### src/design/temp_alarm_pkg.sv
/*
  shared definitions of the temperature result formatter and alarm block:
  register byte addresses, field positions, reset values and bus carriers.
  assumes an AXI4-Lite master with 8-bit addresses and 32-bit data.
*/
package temp_alarm_pkg;
    // register byte addresses
    localparam logic [7:0] ADDR_LOC_TEMP = 8'h00;
    localparam logic [7:0] ADDR_REM_TEMP = 8'h04;
    localparam logic [7:0] ADDR_CFG = 8'h08;
    localparam logic [7:0] ADDR_STAT = 8'h0C;
    localparam logic [7:0] ADDR_LIM_BASE = 8'h10;
    localparam logic [7:0] ADDR_LIM_LAST = 8'h24;
    localparam logic [7:0] ADDR_HYST = 8'h28;
    localparam logic [7:0] ADDR_CONSEC = 8'h2C;
    localparam logic [7:0] ADDR_ACK = 8'h30;
    // limit array order: loc high, loc low, rem high, rem low, loc crit, rem crit
    localparam int LIM_N = 6;
    localparam int LIM_CRIT = 4;
    // configuration bits
    localparam int CFG_RES = 0;
    localparam int CFG_EXT = 2;
    localparam int CFG_P6 = 5;
    localparam int CFG_SUP = 7;
    // status bits
    localparam int ST_LOC_CRIT = 0;
    localparam int ST_OPEN = 2;
    localparam int ST_REM_LOW = 3;
    localparam int ST_LOC_HIGH = 6;
    localparam logic [7:0] ALERT_MASK = 8'h7C;
    // reset values
    localparam logic [7:0] CFG_RST = 8'h00;
    localparam logic [7:0] HYST_RST = 8'h0A;
    localparam logic [7:0] LIM_HIGH_RST = 8'h55;
    localparam logic [7:0] LIM_LOW_RST = 8'h00;
    localparam logic [7:0] LIM_CRIT_RST = 8'h55;
    localparam logic [1:0] CONSEC_RST = 2'h0;
    localparam logic [1:0] CNT_MAX = 2'h3;
    // result coding
    localparam logic [7:0] CODE_MIN = 8'h00;
    localparam logic [7:0] CODE_STD_MAX = 8'h7F;
    localparam logic [7:0] CODE_EXT_MAX = 8'hFF;
    localparam logic signed [9:0] EXT_OFFSET = 10'sh040;
    localparam logic [7:0] FRAC_FULL = 8'hFF;
    // local fraction masks for 0.5, 0.25, 0.125, 0.0625 degree
    localparam logic [3:0][7:0] RES_MASK = {8'hF0, 8'hE0, 8'hC0, 8'h80};
    localparam logic [1:0] RESP_OKAY = 2'h0;
    localparam logic [1:0] RESP_SLVERR = 2'h2;

    typedef struct packed {
        logic [7:0] awaddr;
        logic awvalid;
        logic [31:0] wdata;
        logic [3:0] wstrb;
        logic wvalid;
        logic bready;
        logic [7:0] araddr;
        logic arvalid;
        logic rready;
    } axil_req_s;

    typedef struct packed {
        logic awready;
        logic wready;
        logic bvalid;
        logic [1:0] bresp;
        logic arready;
        logic rvalid;
        logic [31:0] rdata;
        logic [1:0] rresp;
    } axil_rsp_s;

    // one finished conversion; temp is signed, units of 1/16 degree
    typedef struct packed {
        logic done;
        logic remote;
        logic diode_open;
        logic [12:0] temp;
    } conv_s;
endpackage

### src/design/temp_alarm.sv
/*
  result formatting, critical alarm and multipurpose alarm pin logic of a
  two-channel temperature monitor, with an AXI4-Lite register slave.
  assumes conversion results arrive synchronous to clk_in, one per pulse.
*/
// The implementer's own choices: the AXI4-Lite interface to the registers and the placing of the registers.
`timescale 1ns/1ps

// What this block does
// standard scale: below zero codes 00h
// standard scale: above 127 saturates 7Fh
// config bit 2 selects extended scale
// scale change applies from next conversion
// extended scale adds 64 to temperature
// critical pin has no software disable
// config bit 5 picks alert or critical
// critical pin low beyond critical limit
// critical release below limit minus hysteresis; the block releases at or below it
// second critical uses high/low limits
// alert low on high/low limit violation
// alert needs one to four consecutive violations
// alert low on open remote diode
// config bit 7 suppresses alert pin
// address read releases alert, clears flags; the block does so only once no limit violation or open diode remains
// diode fault keeps result, sets bit
// invalid supply skips conversion, keeps result
// scale change leaves limits untouched
// remote 1/16 degree, local selectable resolution
// alarms evaluated at each conversion completion
module temp_alarm
    import temp_alarm_pkg::*;
(
    input wire logic clk_in,
    input wire logic rst_in,
    input wire axil_req_s axil_req_in,
    output axil_rsp_s axil_rsp_out,
    input wire conv_s conv_in,
    input wire logic supply_ok_in,
    output logic critical_overtemp_pin_out,
    output logic critical_overtemp_pin_oe_out,
    output logic second_critical_pin_out,
    output logic second_critical_pin_oe_out
);

    typedef struct packed {
        axil_rsp_s rsp;
        logic aw_got;
        logic [7:0] aw_addr;
        logic w_got;
        logic [7:0] w_byte;
        logic w_en;
        logic [7:0] cfg;
        logic [LIM_N-1:0][7:0] lim;
        logic [7:0] hyst;
        logic [1:0] consec;
        logic [1:0][15:0] temp;
        logic [1:0] crit_hit;
        logic [1:0] sec_hit;
        logic [1:0][1:0] cnt;
        logic [1:0] viol_now;
        logic open_now;
        logic [7:0] stat;
        logic pin_lvl;
        logic crit_oe;
        logic p6_oe;
    } state_s;

    state_s q;
    state_s d;
    logic signed [8:0] ip;
    logic signed [9:0] ex;
    logic [7:0] code_std;
    logic [7:0] code_ext;
    logic [7:0] code;
    logic [7:0] frac;
    logic [7:0] hi;
    logic [7:0] lo;
    logic [7:0] cr;
    logic vh;
    logic vl;
    logic ch;
    logic aw_hs;
    logic w_hs;
    logic ar_hs;
    logic [7:0] rd_idx;

    always_comb begin
        d = q;
        ch = conv_in.remote;
        ip = signed'(conv_in.temp[12:4]);
        ex = 10'(ip) + EXT_OFFSET;

        if (ip < 0) begin
            code_std = CODE_MIN;
        end else if (ip > signed'({1'b0, CODE_STD_MAX})) begin
            code_std = CODE_STD_MAX;
        end else begin
            code_std = ip[7:0];
        end

        if (ex < 0) begin
            code_ext = CODE_MIN;
        end else if (ex > signed'({2'b00, CODE_EXT_MAX})) begin
            code_ext = CODE_EXT_MAX;
        end else begin
            code_ext = ex[7:0];
        end
        // scale read from the stored config, so a write lands next time
        code = q.cfg[CFG_EXT] ? code_ext : code_std;

        frac = {conv_in.temp[3:0], 4'h0}
            & (ch ? FRAC_FULL : RES_MASK[q.cfg[CFG_RES +: 2]]);
        hi = q.lim[{ch, 1'b0}];
        lo = q.lim[{ch, 1'b1}];
        cr = q.lim[LIM_CRIT + int'(ch)];
        vh = code > hi;
        vl = code < lo;
        rd_idx = (axil_req_in.araddr - ADDR_LIM_BASE) >> 2;

        aw_hs = axil_req_in.awvalid & q.rsp.awready;
        w_hs = axil_req_in.wvalid & q.rsp.wready;
        ar_hs = axil_req_in.arvalid & q.rsp.arready;

        // write path: address and data in either order
        if (aw_hs) begin
            d.aw_got = 1'b1;
            d.aw_addr = axil_req_in.awaddr;
        end
        if (w_hs) begin
            d.w_got = 1'b1;
            d.w_byte = axil_req_in.wdata[7:0];
            d.w_en = axil_req_in.wstrb[0];
        end
        if (q.rsp.bvalid & axil_req_in.bready) begin
            d.rsp.bvalid = 1'b0;
        end
        if (d.aw_got & d.w_got & !d.rsp.bvalid) begin
            d.aw_got = 1'b0;
            d.w_got = 1'b0;
            d.rsp.bvalid = 1'b1;
            d.rsp.bresp = RESP_OKAY;
            // limits are stored as written, never reformatted
            if (d.aw_addr >= ADDR_LIM_BASE && d.aw_addr <= ADDR_LIM_LAST
                && d.aw_addr[1:0] == 2'b00) begin
                if (d.w_en) begin
                    d.lim[3'((d.aw_addr - ADDR_LIM_BASE) >> 2)] = d.w_byte;
                end
            end else begin
                case (d.aw_addr)
                    ADDR_CFG: begin
                        if (d.w_en) begin
                            d.cfg = d.w_byte;
                        end
                    end
                    ADDR_HYST: begin
                        if (d.w_en) begin
                            d.hyst = d.w_byte;
                        end
                    end
                    ADDR_CONSEC: begin
                        if (d.w_en) begin
                            d.consec = d.w_byte[1:0];
                        end
                    end
                    ADDR_LOC_TEMP, ADDR_REM_TEMP, ADDR_STAT, ADDR_ACK: begin
                        d.rsp.bresp = RESP_OKAY;
                    end
                    default: begin
                        d.rsp.bresp = RESP_SLVERR;
                    end
                endcase
            end
        end

        // read path
        if (q.rsp.rvalid & axil_req_in.rready) begin
            d.rsp.rvalid = 1'b0;
        end
        if (ar_hs) begin
            d.rsp.rvalid = 1'b1;
            d.rsp.rresp = RESP_OKAY;
            d.rsp.rdata = 32'h0000_0000;
            if (axil_req_in.araddr >= ADDR_LIM_BASE
                && axil_req_in.araddr <= ADDR_LIM_LAST
                && axil_req_in.araddr[1:0] == 2'b00) begin
                d.rsp.rdata[7:0] = q.lim[rd_idx[2:0]];
            end else begin
                case (axil_req_in.araddr)
                    ADDR_LOC_TEMP: d.rsp.rdata[15:0] = q.temp[0];
                    ADDR_REM_TEMP: d.rsp.rdata[15:0] = q.temp[1];
                    ADDR_CFG: d.rsp.rdata[7:0] = q.cfg;
                    ADDR_STAT: d.rsp.rdata[7:0] = q.stat;
                    ADDR_HYST: d.rsp.rdata[7:0] = q.hyst;
                    ADDR_CONSEC: d.rsp.rdata[1:0] = q.consec;
                    ADDR_ACK: begin
                        // release only once the cause is gone
                        if (!(|q.viol_now) && !q.open_now) begin
                            d.stat = q.stat & ~ALERT_MASK;
                        end
                    end
                    default: d.rsp.rresp = RESP_SLVERR;
                endcase
            end
        end

        // conversions run after the clear, so a same-cycle event wins
        if (conv_in.done && supply_ok_in) begin
            if (ch && conv_in.diode_open) begin
                // last valid result kept
                d.stat[ST_OPEN] = 1'b1;
                d.open_now = 1'b1;
            end else begin
                if (ch) begin
                    d.open_now = 1'b0;
                end
                d.temp[ch] = {code, frac};

                if (code > cr) begin
                    d.crit_hit[ch] = 1'b1;
                end else if ({1'b0, code} + {1'b0, q.hyst} <= {1'b0, cr}) begin
                    d.crit_hit[ch] = 1'b0;
                end

                if (vh | vl) begin
                    d.sec_hit[ch] = 1'b1;
                end else if ({1'b0, code} + {1'b0, q.hyst} <= {1'b0, hi}
                    && {1'b0, code} >= {1'b0, lo} + {1'b0, q.hyst}) begin
                    d.sec_hit[ch] = 1'b0;
                end
                // consecutive filter on the early warning
                d.viol_now[ch] = vh | vl;
                if (vh | vl) begin
                    if (q.cnt[ch] >= q.consec) begin
                        d.stat[ST_LOC_HIGH - 2 * int'(ch)] = d.stat[ST_LOC_HIGH
                            - 2 * int'(ch)] | vh;
                        d.stat[ST_LOC_HIGH - 1 - 2 * int'(ch)] = d.stat[ST_LOC_HIGH
                            - 1 - 2 * int'(ch)] | vl;
                    end
                    if (q.cnt[ch] != CNT_MAX) begin
                        d.cnt[ch] = q.cnt[ch] + 2'h1;
                    end
                end else begin
                    d.cnt[ch] = 2'h0;
                end
            end
        end
        d.stat[ST_LOC_CRIT +: 2] = d.crit_hit;

        // no config bit reaches the critical pin
        d.crit_oe = |d.crit_hit;

        d.p6_oe = d.cfg[CFG_P6] ? |d.sec_hit
            : (!d.cfg[CFG_SUP] && |(d.stat & ALERT_MASK));
        d.pin_lvl = 1'b0;

        // one write and one read at a time; ready drops until the answer is taken
        d.rsp.awready = !d.aw_got && !d.rsp.bvalid;
        d.rsp.wready = !d.w_got && !d.rsp.bvalid;
        d.rsp.arready = !d.rsp.rvalid;
    end

    always_ff @(posedge clk_in or posedge rst_in) begin
        if (rst_in) begin
            q <= '0;
            q.rsp.awready <= 1'b1;
            q.rsp.wready <= 1'b1;
            q.rsp.arready <= 1'b1;
            q.cfg <= CFG_RST;
            q.hyst <= HYST_RST;
            q.consec <= CONSEC_RST;
            q.lim <= {LIM_CRIT_RST, LIM_CRIT_RST, LIM_LOW_RST, LIM_HIGH_RST,
                LIM_LOW_RST, LIM_HIGH_RST};
        end else begin
            q <= d;
        end
    end

    assign axil_rsp_out = q.rsp;
    assign critical_overtemp_pin_out = q.pin_lvl;
    assign critical_overtemp_pin_oe_out = q.crit_oe;
    assign second_critical_pin_out = q.pin_lvl;
    assign second_critical_pin_oe_out = q.p6_oe;
endmodule

### config.mk
export PLATFORM = sky130hd
export DESIGN_NAME = temp_alarm
export DESIGN_NICKNAME = d
export VERILOG_FILES = /design/src/design/temp_alarm_pkg.sv /design/src/design/temp_alarm.sv
export SDC_FILE = /design/constraint.sdc
export NUM_CORES = 1
export LEC_CHECK = 0
export ABC_AREA = 1
export ABC_CLOCK_PERIOD_IN_PS = 5000
export BUFFER_PORTS_ARGS = -buffer_cell sky130_fd_sc_hd__buf_2
export CORE_MARGIN = 10
export CORE_UTILIZATION = 59
export CTS_CLUSTER_DIAMETER = 80
export DETAILED_ROUTE_END_ITERATION = 12
export PLACE_DENSITY = 0.81
export SYNTH_ARGS = -nofsm -noshare
export SYNTH_HDL_FRONTEND = slang
export SYNTH_SLANG_ARGS = --single-unit
### constraint.sdc
create_clock -name clk_in -period 5 [get_ports clk_in]
set_input_delay 0.5 -clock clk_in [delete_from_list [all_inputs] [get_ports clk_in]]
set_output_delay 0.5 -clock clk_in [all_outputs]
set_load 0.02 [all_outputs]
==> key figures <==
Status
  • Status: completed

Global routing
  • First-pass GRT wire length: approximately 42000 microns
  • All-Layer GR Usage: 0.241
  • Initial antenna violation count: 0
  • Grt ovf: 0
  • Pin count of the biggest net entering global routing: 113
  • Vias in the first global route: 8074

Clock tree
  • Setup bufs post-CTS: 0
  • Resize count post-CTS: 0
  • TritonCTS Buffers: 17
  • Num Clock Sinks: 150
  • CTS root buffer: clkbuf_16
  • Max clock buf depth: 2
  • H-tree levels: 4
  • Clk_lat worst skew: 0.44 ns
  • Cts hold-fix bufs: 0
  • CTS tree: built
  • Clock Pin Slew Worst Setup and Hold Paths: approximately 0.060 ns

Cells and area
  • Filler cells: about 1400
  • Final instance area: 10400 sq um
  • ANT cells: 0
  • Share of layout cells above drive strength 1: 0.144
  • Final #Nets: 1405
  • Layout Area Growth over Synthesis: 11.2%
  • Final std cells w/o fill: approximately 1500
  • Post-Route Utilization: 0.663

Setup path
  • Reg2Reg Launch Point: q[114]
  • Largest fanout on the critical path: 11
  • Worst reg2reg path endpoint: second_critical_pin_oe_out
  • Setup crit end: second_critical_pin_oe_out
  • R2R setup slack: 0.78 ns
  • Worst Setup SP: q[114]
  • CP Launch Type: flip-flop
  • CP Data Arrival Time: between 4 and 5 ns
  • WS Path Type: reg2reg
  • Worst Path Required: 5.33 ns
  • Reg2Reg Depth: 26
  • Crit. End Element: flip-flop

Yosys
  • Register bit total from synthesis: 150
  • Syn Inst Count: 1209
  • Total number of yosys warnings: 0
  • Async SR Flop Fraction: 1.00
  • Netlist Area Pre-Place: around 9400 sq um
  • Top FF cell, synth: dfrtp_1
  • Syn Area/Cell: 7.77 sq um
  • Register area share after synthesis: 0.402
  • Dominant cell type by area after synthesis: dfrtp_1
  • Share of Yosys cell area claimed by the top area cell type: 0.344
  • Post-synth EDFFs: 0
  • Top post-synthesis cells by area: dfrtp_1 34%, nand2_1 13%, ha_1 9.3%
  • Yosys cell types: 56

Floorplan
  • Row cnt: 46
  • Number of I/O pins: 121
  • Die height: 146 microns
  • Die W: approximately 150 microns
  • Total core area: 15800 sq um
  • Die Footprint: 21400 sq um
  • Initial core utilization: 0.596

Power
  • Lkg Pwr: 5.18 nW
  • P per Cell Area: approximately 450 nW/um^2
  • Overall power: 4.67 mW
  • IR drop worst, VDD: approximately 330 uV

Route
  • Drt initial violations: ~730
  • Detail Route Antenna Nets: 0
  • Residual DRC count: 0
  • Post-DR vias/cell: 5.65
  • Routed vias: roughly 8400
  • Pre-antenna DRT Iters: 7
  • Mean routed wirelength per cell: 17.4 microns
  • Final WL: 25800 microns

STA
  • Period utilization: 0.844
  • Min cycle time layout: 4.22 ns
  • Setup TNS: 0 ns
  • Final Max Slew Viols: 0
  • Slew headroom: 0.327
  • Post-Route Skew: 0.0117 ns
  • Worst Tran Pin Value: 1.01 ns
  • Max Fclk: 237 MHz
  • Fin. Hold Viols: 0
  • Unrepaired setup endpoints after global routing: no
  • Final setup fails: 0

Place
  • Detailed Place HPWL: approximately 19000 microns
  • Placer Congestion: 0.978
  • DP Cell Count: 1454
  • Placed cell areas: 9760 sq um
  • Port buffer count: 73

Worst hold path
  • Hold Crit Class: in2reg

Job
  • MaxCap Viol Count: 0
cells by family after synthesis:
family / after synthesis / synth area share
XOR/XNOR: 12 / 0.0112
AO/OA/AOI/OAI: 269 / 0.160
flip-flops: 150 / 0.402
adder cells (fa/ha/maj): 72 / 0.0975
AND/OR/NAND/NOR: 475 / 0.217
other: 1 / 0.000399
buffers and inverters: 229 / 0.111
multiplexers: 1 / 0.00107
synthesized netlist by cell type (all sizes together) (8+ instances only):
cell type / instances
o22ai: 15
dfstp: 21
nor3: 13
buf: 51
clkbuf: 30
dfrtp: 129
o21ai: 163
nand2: 321
nor2: 59
and2: 8
nand4: 14
inv: 145
nand3: 50
ha: 70
a21oi: 57
registers in the layout, indices dropped and copies added (netlist names):
signal,cells
second_critical_pin_oe_out,1
q,125
critical_overtemp_pin_oe_out,1
axil_rsp_out,23
area by class of cell:
cell class / instances / area (sq um) / share of cell area
repair buffers: 91 / 500 / 0.0479
clock inverters: 14 / 245 / 0.0235
inverters: 148 / 561 / 0.0536
well taps: 216 / 270 / 0.0259
flip-flops and latches: 150 / 3780 / 0.362
multi-input cells: 849 / 4650 / 0.445
clock buffers: 18 / 439 / 0.0420
worst min path at each step:
stage / slack (ns) / depth (start not counted) / endpoint / start
floorplan: 0.40 / 1 / axil_rsp_out[35] / axil_rsp_out[34]
global placement: 0.41 / 1 / axil_rsp_out[35] / axil_rsp_out[34]
detailed placement: 0.41 / 1 / axil_rsp_out[35] / axil_rsp_out[34]
CTS: 0.28 / 3 / axil_rsp_out[35] / axil_req_in[0]
global route: 0.30 / 3 / axil_rsp_out[35] / axil_req_in[0]
finish: 0.28 / 3 / axil_rsp_out[35] / axil_req_in[0]
cells in the final DEF, fill, tap and decap left out, drive strengths merged, types with 8 or more instances in the layout:
cell | Yosys | layout
clkbuf | 30 | 18
dfrtp | 129 | 129
conb | 1 | 20
nand3 | 50 | 50
nor2 | 59 | 59
nand2 | 321 | 321
o21ai | 163 | 163
a21oi | 57 | 57
dfstp | 21 | 21
ha | 70 | 70
o22ai | 15 | 15
nor3 | 13 | 13
inv | 145 | 148
and2 | 8 | 8
nand4 | 14 | 14
buf | 51 | 91
through the flow:
stage	setup WS (ns)	hold WS, ns
2_1_floorplan	0.498	0.403
3_3_place_gp	0.616	0.408
3_5_place_dp	0.481	0.411
4_1_cts	0.841	0.279
5_1_grt	0.377	0.303
6_report	0.782	0.278
where the power goes:
group	total (mW)	switching (mW)	leakage [nW]	internal, mW
clock	1.51	0.551	0.325	0.955
combinational	1.48	1.01	3.00	0.471
sequential	1.68	0.153	1.86	1.53
total	4.67	1.72	5.18	2.95
worst max-delay path: stages (launching register included):
cell and delay, ns:
dfrtp_1 0.53, inv_1 0.17, nor2_1 0.31, o21ai_0 0.13, o21ai_0 0.10, buf_4 0.22
fa_1 0.22, nand3_1 0.08, nand2_1 0.11, a21oi_1 0.07, o21ai_0 0.30, xor2_1 0.28
ha_1 0.29, nand2_1 0.07, inv_1 0.05, o21ai_0 0.07, nand2_1 0.07, nand2_1 0.06
nand2_1 0.04, a21oi_1 0.34, nand3_1 0.15, nand2_1 0.10, inv_1 0.04, a21oi_1 0.15
nand2_1 0.07, nand2_1 0.06, nand2_1 0.05
metal layers:
layer  vias to the layer above  routed length, microns  global-route usage
met2                       363                   12200               0.392
li1                       4013                       -                   -
met5                         -                       0                   0
met3                        67                    2030              0.0572
met1                      3950                   10700               0.301
met4                         0                     925               0.103
(Power assumes the default switching activity.)
